`config.mk`:
```
export PLATFORM = sky130hd
export DESIGN_NAME = crst_top
export DESIGN_NICKNAME = d
export VERILOG_FILES = /design/src/rtl/crst_pkg.sv /design/src/rtl/crst_link_if.sv /design/src/rtl/crst_reset_sync.sv /design/src/rtl/crst_top.sv
export SDC_FILE = /design/constraint.sdc
export NUM_CORES = 1
export LEC_CHECK = 0
export BUFFER_PORTS_ARGS = -buffer_cell sky130_fd_sc_hd__buf_2
export CAP_MARGIN = 10
export CORE_UTILIZATION = 44
export CTS_CLUSTER_SIZE = 16
export DETAILED_ROUTE_END_ITERATION = 12
export HOLD_SLACK_MARGIN = 0.12
export PLACE_DENSITY = 0.75
export SLEW_MARGIN = 5
export SYNTH_ARGS = -nofsm -noshare
export SYNTH_HDL_FRONTEND = slang
export SYNTH_SLANG_ARGS = --single-unit
```
`constraint.sdc`:
```
create_clock -name ref_clk -period 1.7 [get_ports ref_clk]
set_clock_uncertainty 0.1 [all_clocks]
set_input_delay 0.51 -clock ref_clk [delete_from_list [all_inputs] [get_ports ref_clk]]
set_output_delay 0.51 -clock ref_clk [all_outputs]
set_load 0.01 [all_outputs]
```
`src/rtl/crst_pkg.sv`:
```
package crst_pkg;

	// reset synchronisation settings of the incoming reset
	typedef enum logic [1:0]
	{
		CRST_SYNC_NONE     = 2'b00,
		CRST_SYNC_DEASSERT = 2'b01,
		CRST_SYNC_BOTH     = 2'b10
	} crst_sync_t;

	// reset sequencer states
	typedef enum logic [1:0]
	{
		CRST_ST_HOLD    = 2'b00,
		CRST_ST_STRETCH = 2'b01,
		CRST_ST_RUN     = 2'b10
	} crst_state_t;

	// default property values
	localparam logic [31:0] CRST_CLOCK_HZ_DEFAULT = 32'h0000_0000;
	localparam int          CRST_SYNC_STAGES      = 2;
	localparam int          CRST_STRETCH_CYCLES   = 4;
	localparam logic [3:0]  CRST_CNT_ZERO         = 4'h0;
	localparam logic [3:0]  CRST_CNT_ONE          = 4'h1;
	localparam logic [1:0]  CRST_DIV_ZERO         = 2'h0;
	localparam logic [1:0]  CRST_DIV_ONE          = 2'h1;

endpackage : crst_pkg

```
`src/rtl/crst_link_if.sv`:
```
`timescale 1ns/1ps
// reset handed from the synchroniser to the sequencer
interface crst_link_if;
	logic sync_rst_n;
	logic raw_level;
	modport src (output sync_rst_n, output raw_level);
	modport dst (input sync_rst_n, input raw_level);
endinterface : crst_link_if

```
`src/rtl/crst_reset_sync.sv`:
```
`timescale 1ns/1ps
module crst_reset_sync
	import crst_pkg::*;
#(
	parameter int STAGES = CRST_SYNC_STAGES
)
(
	// clock and raw reset
	input  wire logic      ref_clk,
	input  wire logic      rst_n,
	input  wire logic      rst_in_raw,
	input  wire logic      rst_in_active_high,
	input  wire crst_sync_t reset_sync_setting,
	// synchronised result
	crst_link_if.src       link
);

	logic [STAGES-1:0] chain_reg;
	logic [STAGES-1:0] chain_next;
	logic              async_rst_n;
	logic              level_asserted;

	// polarity: active level of the incoming reset
	assign level_asserted = rst_in_active_high ? rst_in_raw : ~rst_in_raw;
	// only setting DEASSERT/NONE lets the incoming reset clear the chain asynchronously
	assign async_rst_n = rst_n & ~(level_asserted & (reset_sync_setting != CRST_SYNC_BOTH));

	// chain shifts in released level, first stage read only by second
	always_comb
	begin
		chain_next = {chain_reg[STAGES-2:0], ~level_asserted};
	end

	// release passes every stage before reaching logic
	always_ff @(posedge ref_clk or negedge async_rst_n)
	begin
		if (!async_rst_n)
			chain_reg <= '0;
		else
			chain_reg <= chain_next;
	end

	assign link.sync_rst_n = chain_reg[STAGES-1];
	assign link.raw_level  = level_asserted;

endmodule : crst_reset_sync

```
`src/rtl/crst_top.sv`:
```
// Contract
// each interface carries at most one signal per role, conduits excepted; reset source here drives both rst_out and rst_out_n
// logic reacts only to clock and reset edges; others sampled
// mandatory one-bit clock input times all logic
// clock input has frequency setting in hertz, zero meaning irrelevant
// clock source drives one-bit clock output with declared frequency
// mandatory one-bit reset input returns logic to chosen state
// reset may be active high or active low
// setting NONE: component synchronises incoming reset itself
// setting DEASSERT: supplier may assert async, must release synchronously
// setting BOTH: supplier asserts and releases synchronously
// DEASSERT or BOTH reset names its synchronising clock
// each synchronous interface has exactly one reference clock
// each synchronous interface has one named reset
// reset source drives one-bit reset output downstream
// released reset passes two flip-flops on linked clock
`timescale 1ns/1ps
module crst_top
	import crst_pkg::*;
#(
	parameter logic [31:0] CLOCK_FREQUENCY_HZ = CRST_CLOCK_HZ_DEFAULT,
	parameter logic [31:0] OUT_FREQUENCY_HZ   = CRST_CLOCK_HZ_DEFAULT,
	parameter int          STRETCH            = CRST_STRETCH_CYCLES
)
(
	// clock sink and system reset
	input  wire logic       ref_clk,
	input  wire logic       rst_n,
	input  wire logic       clk_en,
	// reset sink
	input  wire logic       rst_in_raw,
	input  wire logic       rst_in_active_high,
	input  wire crst_sync_t reset_sync_setting,
	// clock source
	input  wire logic       clk_div_en,
	output logic            clk_out,
	// reset source
	output logic            rst_out,
	output logic            rst_out_n,
	// property status
	output logic            frequency_known_flag,
	output logic [31:0]     clock_frequency_hz,
	output logic            in_reset
);

	crst_link_if link ();

	////////////////////////////////////////////////////////////////////////
	// reset sink synchroniser, linked to ref_clk

	crst_reset_sync #(
		.STAGES (CRST_SYNC_STAGES)
	) u_sync (
		.ref_clk            (ref_clk),
		.rst_n              (rst_n),
		.rst_in_raw         (rst_in_raw),
		.rst_in_active_high (rst_in_active_high),
		.reset_sync_setting (reset_sync_setting),
		.link               (link)
	);

	// control pins are same-domain logic, sampled not edge used
	logic       div_en_reg,  div_en_next;

	////////////////////////////////////////////////////////////////////////
	// reset sequencer state

	crst_state_t state_reg, state_next;
	logic [3:0]  cnt_reg,   cnt_next;
	logic        rst_out_reg, rst_out_next;
	logic        clk_out_reg, clk_out_next;
	logic [1:0]  div_reg,   div_next;
	logic        known_reg, known_next;
	logic [31:0] freq_reg,  freq_next;
	logic        rst_out_n_reg, rst_out_n_next;
	logic        in_reset_reg,  in_reset_next;

	// plain pass-through of a sampled same-domain control level
	function automatic logic clk_en_sample(input logic v);
		clk_en_sample = v;
	endfunction : clk_en_sample

	// sequencer: hold while reset, stretch, then run
	always_comb
	begin
		state_next   = state_reg;
		cnt_next     = cnt_reg;
		rst_out_next = rst_out_reg;
		if (!link.sync_rst_n)
		begin
			state_next   = CRST_ST_HOLD;
			cnt_next     = CRST_CNT_ZERO;
			rst_out_next = 1'b1;
		end
		else
		begin
			case (state_reg)
				CRST_ST_HOLD:
				begin
					state_next = CRST_ST_STRETCH;
					cnt_next   = CRST_CNT_ZERO;
				end
				CRST_ST_STRETCH:
				begin
					if (cnt_reg == 4'(STRETCH - 1))
					begin
						state_next   = CRST_ST_RUN;
						rst_out_next = 1'b0;
					end
					else
						cnt_next = cnt_reg + CRST_CNT_ONE;
				end
				CRST_ST_RUN:
					rst_out_next = 1'b0;
				default:
				begin
					state_next   = CRST_ST_HOLD;
					rst_out_next = 1'b1;
				end
			endcase
		end
	end

	// clock source: divide-by-two toggle when enabled
	always_comb
	begin
		div_en_next  = clk_en_sample(clk_div_en);
		div_next     = div_reg;
		clk_out_next = clk_out_reg;
		if (div_en_reg)
		begin
			div_next     = div_reg + CRST_DIV_ONE;
			clk_out_next = ~clk_out_reg;
		end
		else
		begin
			div_next     = CRST_DIV_ZERO;
			clk_out_next = 1'b0;
		end
	end

	// frequency properties: zero marks rate as not significant
	always_comb
	begin
		freq_next  = CLOCK_FREQUENCY_HZ;
		known_next = (OUT_FREQUENCY_HZ != CRST_CLOCK_HZ_DEFAULT);
	end

	// complement and busy flag registered so outputs come from flops
	always_comb
	begin
		rst_out_n_next = ~rst_out_next;
		in_reset_next  = (state_next != CRST_ST_RUN);
	end

	////////////////////////////////////////////////////////////////////////
	// registers, all timed by the one clock sink, frozen by clk_en

	always_ff @(posedge ref_clk or negedge rst_n)
	begin
		if (!rst_n)
		begin
			state_reg   <= CRST_ST_HOLD;
			cnt_reg     <= CRST_CNT_ZERO;
			rst_out_reg <= 1'b1;
			clk_out_reg <= 1'b0;
			div_reg     <= CRST_DIV_ZERO;
			div_en_reg  <= 1'b0;
			known_reg   <= 1'b0;
			freq_reg    <= CRST_CLOCK_HZ_DEFAULT;
			rst_out_n_reg <= 1'b0;
			in_reset_reg  <= 1'b1;
		end
		else if (clk_en)
		begin
			state_reg   <= state_next;
			cnt_reg     <= cnt_next;
			rst_out_reg <= rst_out_next;
			clk_out_reg <= clk_out_next;
			div_reg     <= div_next;
			div_en_reg  <= div_en_next;
			known_reg   <= known_next;
			freq_reg    <= freq_next;
			rst_out_n_reg <= rst_out_n_next;
			in_reset_reg  <= in_reset_next;
		end
	end

	// reset source interface carries two reset signals, rst_out and rst_out_n
	assign rst_out              = rst_out_reg;
	assign rst_out_n            = rst_out_n_reg;
	assign clk_out              = clk_out_reg;
	assign frequency_known_flag = known_reg;
	assign clock_frequency_hz   = freq_reg;
	assign in_reset             = in_reset_reg;

	// setting BOTH/DEASSERT supplier obligations relied on here

endmodule : crst_top
```
* Word-level counts from Yosys, hierarchy flattened *
Cells that the tools add are included.

word-level totals
  memories kept = 0
  bits in latches = 0
  register bits after elaboration = 13
  ROM bits = 0
  output and inout bits = 37
  RAM bits = 0

operators by class
  magnitude comparators = 0
  equal/unequal tests = 7
  add/subtract/negate cells = 1
  multipliers = 0
  divide/modulo/power cells = 0
  multiplexer cells = 11
  bitwise logic cells = 7
  shift operators = 0
  reduce and logical (&&, ||, !) cells = 2

operators by type and width
  operator                                                               number
  4-bit 2-to-1 mux                                                       2
  4-bit one-hot mux with 2 select lines                                  1
  3-bit != test, second input constant                                   2
  2-bit one-hot mux with 3 select lines                                  1
  1-bit inverter                                                         5
  4-bit by 1-bit adder with 4-bit output, second input constant          1
  4-bit by 2-bit equality test with 1-bit output, second input constant  1
  1-bit 2-to-1 mux                                                       4
  2-bit 2-to-1 mux                                                       2
  2-bit != test, second input constant                                   2
  1-bit one-hot mux with 3 select lines                                  1
  3-bit AND reduction                                                    1
  1-bit bitwise AND                                                      2
  2-bit by 1-bit equality test with 1-bit output, second input constant  1
  2-bit equality test, second input constant                             1
  2-bit logical NOT                                                      1

* Logic depth before layout (Yosys ltp) *
  word-level depth = 5
  mapped depth = 5
  depth with buffers taken out = 5

* Modules after synthesis *
From an unflattened synthesis, not the netlist that was laid out.

second synthesis, totals
  cells, all modules = 87
  area total of the unflattened synthesis = 882.1 µm²

modules (own cells, without submodules)
  module           area an instance (µm²)  instances  cells an instance  seq. area each (µm²)
  crst_top         794.5                   1          81                 277.8
  crst_reset_sync  87.6                    1          6                  50.0

* Worst setup path before layout *
Ideal clock, no wire load.

  path kind = reg-to-reg
  start point = register cnt_reg[0]
  end point = register rst_out_reg (netlist: rst_out)
  buffers on the path = 0
  cell stages (with the launch flop) = 6
  data arrival time = 1.145 ns
  slack = 0.370 ns
  data required time = 1.514 ns
  clock period less this slack = 1.330 ns
  path through = dfrtp_1 ha_1 nand2_2 o31ai_4 a21oi_1 o21bai_1

on the way
  word-level cells in the longest chain between the ends = 4

RTL lines
  element                                         RTL line         RTL
  start, declared                                 crst_top.sv:69   logic [3:0] cnt_reg, cnt_next;
  start signal, assigned                          crst_top.sv:177  cnt_reg <= cnt_next;
  4-bit by 2-bit equality test with 1-bit output  crst_top.sv:105  if (cnt_reg == 4'(STRETCH - 1))
  1-bit 2-to-1 mux                                crst_top.sv:105
  1-bit one-hot mux with 3 select lines           crst_top.sv:97   case (state_reg)
  1-bit 2-to-1 mux                                crst_top.sv:89   if (!link.sync_rst_n)
  end signal, assigned                            crst_top.sv:178  rst_out_reg <= rst_out_next;
  end, declared                                   crst_top.sv:70   logic rst_out_reg, rst_out_next;

No other way between the ends.
A chain may end at the register's enable or synchronous reset.

* Final worst setup path *
  start point = register in_reset_reg (netlist: in_reset)
  end point = output in_reset

RTL lines
  element                 RTL line         RTL
  start, declared         crst_top.sv:76   logic in_reset_reg, in_reset_next;
  start signal, assigned  crst_top.sv:185  in_reset_reg <= in_reset_next;
  end, declared           crst_top.sv:43   output logic in_reset

No word-level cell between the ends.

==> metrics <==
CP required ~1.1 ns; Synth area leader dfrtp_1; Hold Buf Count CTS 1; Syn Area/Cell 9.33 um^2; Crit path max-delay family flip-flops; RR Endpoint rst_out$_DFFE_PN1P_; R2R cell count 5; post-CTS setup buffers 0; die area 2180 um^2; first-pass GRT wire length 2130 um; Post-CTS Resized 0; Overflow after GRT 0; cell with the largest stage delay on the worst path dfstp_2; GRT Resource Usage Total 0.144; Fillers between 150 and 200; clock root buffer clkbuf_4; Setup TNS Final 0 ns; fraction of registers with async set/reset 1.00; post-route ant nets 0; port bufs 11; Vias about 580; crit-path cells buf_2; CP max stage delay between 0.5 and 0.6 ns; r2r setup slk around 0.18 ns; CTS Buf Count 3; clock-pin transition on the worst setup and hold timing paths 0.09 ns; mapped cell area 877 um^2; DR WL/cell 10.2 um; synth unique cells 27; Layout area overhead -2.14%; routability cong. 0.730; Die X-Extent around 47 um; Yosys warnings 0; DRC violations left 0; Yosys top cell area share 0.314; Pwr Total between 600 and 700 uW; layout cells sized above 1 0.189; part of the cycle the worst path needs 0.912; Crit Path Max Fanout 2; synth cell count leaders buf_4, dfrtp_1, nand2_1; status complete, no violations; Initial DRT Pass Iterations 4; most frequent cell after synthesis buf_4; CTS sink count 13; most common flop cell mapped by yosys dfrtp_1; pwr dens approximately 750 nW/um^2; Fmax 0.645 GHz; synthesized flop and latch total 13; Die Ht around 47 um; Post-Route WL approximately 1300 um; CTS tree done; unrepaired setup endpoints after global routing false; area post-placement roughly 820 um^2; nets 116; IO Count 45; vias per inst 4.41; Largest register FFs 4; peak supply drop 648 uV; Slew Limit Fails 0; worst-case clock buffer depth 2; hpwl dp 1020 um; Worst Hold Class in2async; multi-input logic area 392 um^2; H-tree depth 1; number of global-route vias before repair 478; initial core utilization 0.487; initial antenna violation count 0; Max-Cap Viols 0; Final Critical Period ~1.6 ns; sequential fraction of the synthesis area 0.374; Register Area 328 um^2; final hold vios 0; Post-synth EDFFs 0; initial DRC count 4; start of the worst register-to-register path cnt_reg[0]$_DFFE_PN0P_; Final Setup Violations 0; largest net degree at the start of global routing 19; Post-Layout Inst Area 858 um^2; Clk Latency, worst-skew pair 0.28 ns; num rows 15; Leak 0.000448 uW; Critical Path AT around 0.94 ns; crit start category flip-flop; Synth Instances 94; synth top area cells dfrtp_1, buf_4, dfstp_2, o21ai_0, nand2_1; Core Box Area 1800 um^2; # diodes 0; Buf/Inv on CP 1; CP Capture Type output pin; Worst Setup Path Type reg2out
## how the worst max path moves through the flow
stage / from / endpoint / slack [ns] / cells past startpoint
after global placement: cnt_reg[0]$_DFFE_PN0P_ / rst_out$_DFFE_PN1P_ / 0.28 / 5
after CTS: in_reset$_DFFE_PN1P_ / in_reset / 0.14 / 1
final: in_reset$_DFFE_PN1P_ / in_reset / 0.15 / 1
after global routing: cnt_reg[0]$_DFFE_PN0P_ / rst_out_n$_DFFE_PN0P_ / 0.11 / 5
after detailed placement: cnt_reg[0]$_DFFE_PN0P_ / rst_out$_DFFE_PN1P_ / 0.19 / 5
after floorplan: cnt_reg[0]$_DFFE_PN0P_ / rst_out$_DFFE_PN1P_ / 0.37 / 5
## where the power goes
group	total (uW)	internal, uW	switching, uW
Clock	195	87.2	108
Sequential	352	329	22.8
Combinational	100	32.1	67.9
Total	647	449	199
## layout make-up
class,instances,area share
multi-input combinational,73,0.456
sequential,13,0.382
timing repair buffer,12,0.0758
tap,25,0.0364
clock buffer,3,0.0262
inverter,4,0.0175
clock inverter,1,0.00583
## cell usage in the layout, fill, tap and decap left out, types with 2 or more instances in the layout
cell and count:
conb_1 33, dfrtp_1 11, buf_2 11, nand2_1 7, o21ai_0 6, nor2b_1 4
inv_1 4, clkbuf_4 3, xor2_1 2, o21a_1 2, nand3_1 2, nand4_1 2
a31oi_1 2, dfstp_2 2
## routing by layer
metal / vias to the layer above / global-route usage / part of all wire / routed length (um)
li1: 271 / - / - / -
met1: 267 / 0.171 / 0.40 / 540
met2: 40 / 0.242 / 0.53 / 714
met4: 0 / 0.0686 / 0 / 0
met5: - / 0 / 0 / 0
met3: 0 / 0.0353 / 0.061 / 82
## cell families (layout without fill, tap and decap cells)
| logic type | count (synthesis) | after routing | synth area share |
|---|---|---|---|
| adders and majority gates | 1 | 1 | 0.0143 |
| AOI/OAI and AO/OA | 17 | 17 | 0.140 |
| buffers and inverters | 40 | 20 | 0.317 |
| DFF | 13 | 13 | 0.374 |
| and+or+nand+nor | 18 | 18 | 0.107 |
| muxes | 2 | 2 | 0.0243 |
| other | 1 | 33 | 0.00428 |
| xor gates and xnor gates | 2 | 2 | 0.0200 |
## stage by stage
stage               setup slack, ns  cells   util  hold WS (ns)
floorplan                     0.370    126      -         0.114
global placement              0.279    126  0.456         0.237
detailed placement            0.192    126  0.456         0.253
CTS                           0.143    131  0.476         0.132
global route                  0.109    131  0.476         0.136
finish                        0.150    131  0.476         0.128
## worst reg2reg max path, delay by kind of cell, from the launching register on
kind,cells,cell delay (ns)
simple gates,1,0.08
flops,1,0.40
fa+ha+maj,1,0.23
compound gates,3,0.63
No activity file was read; power rests on OpenSTA's default activity.
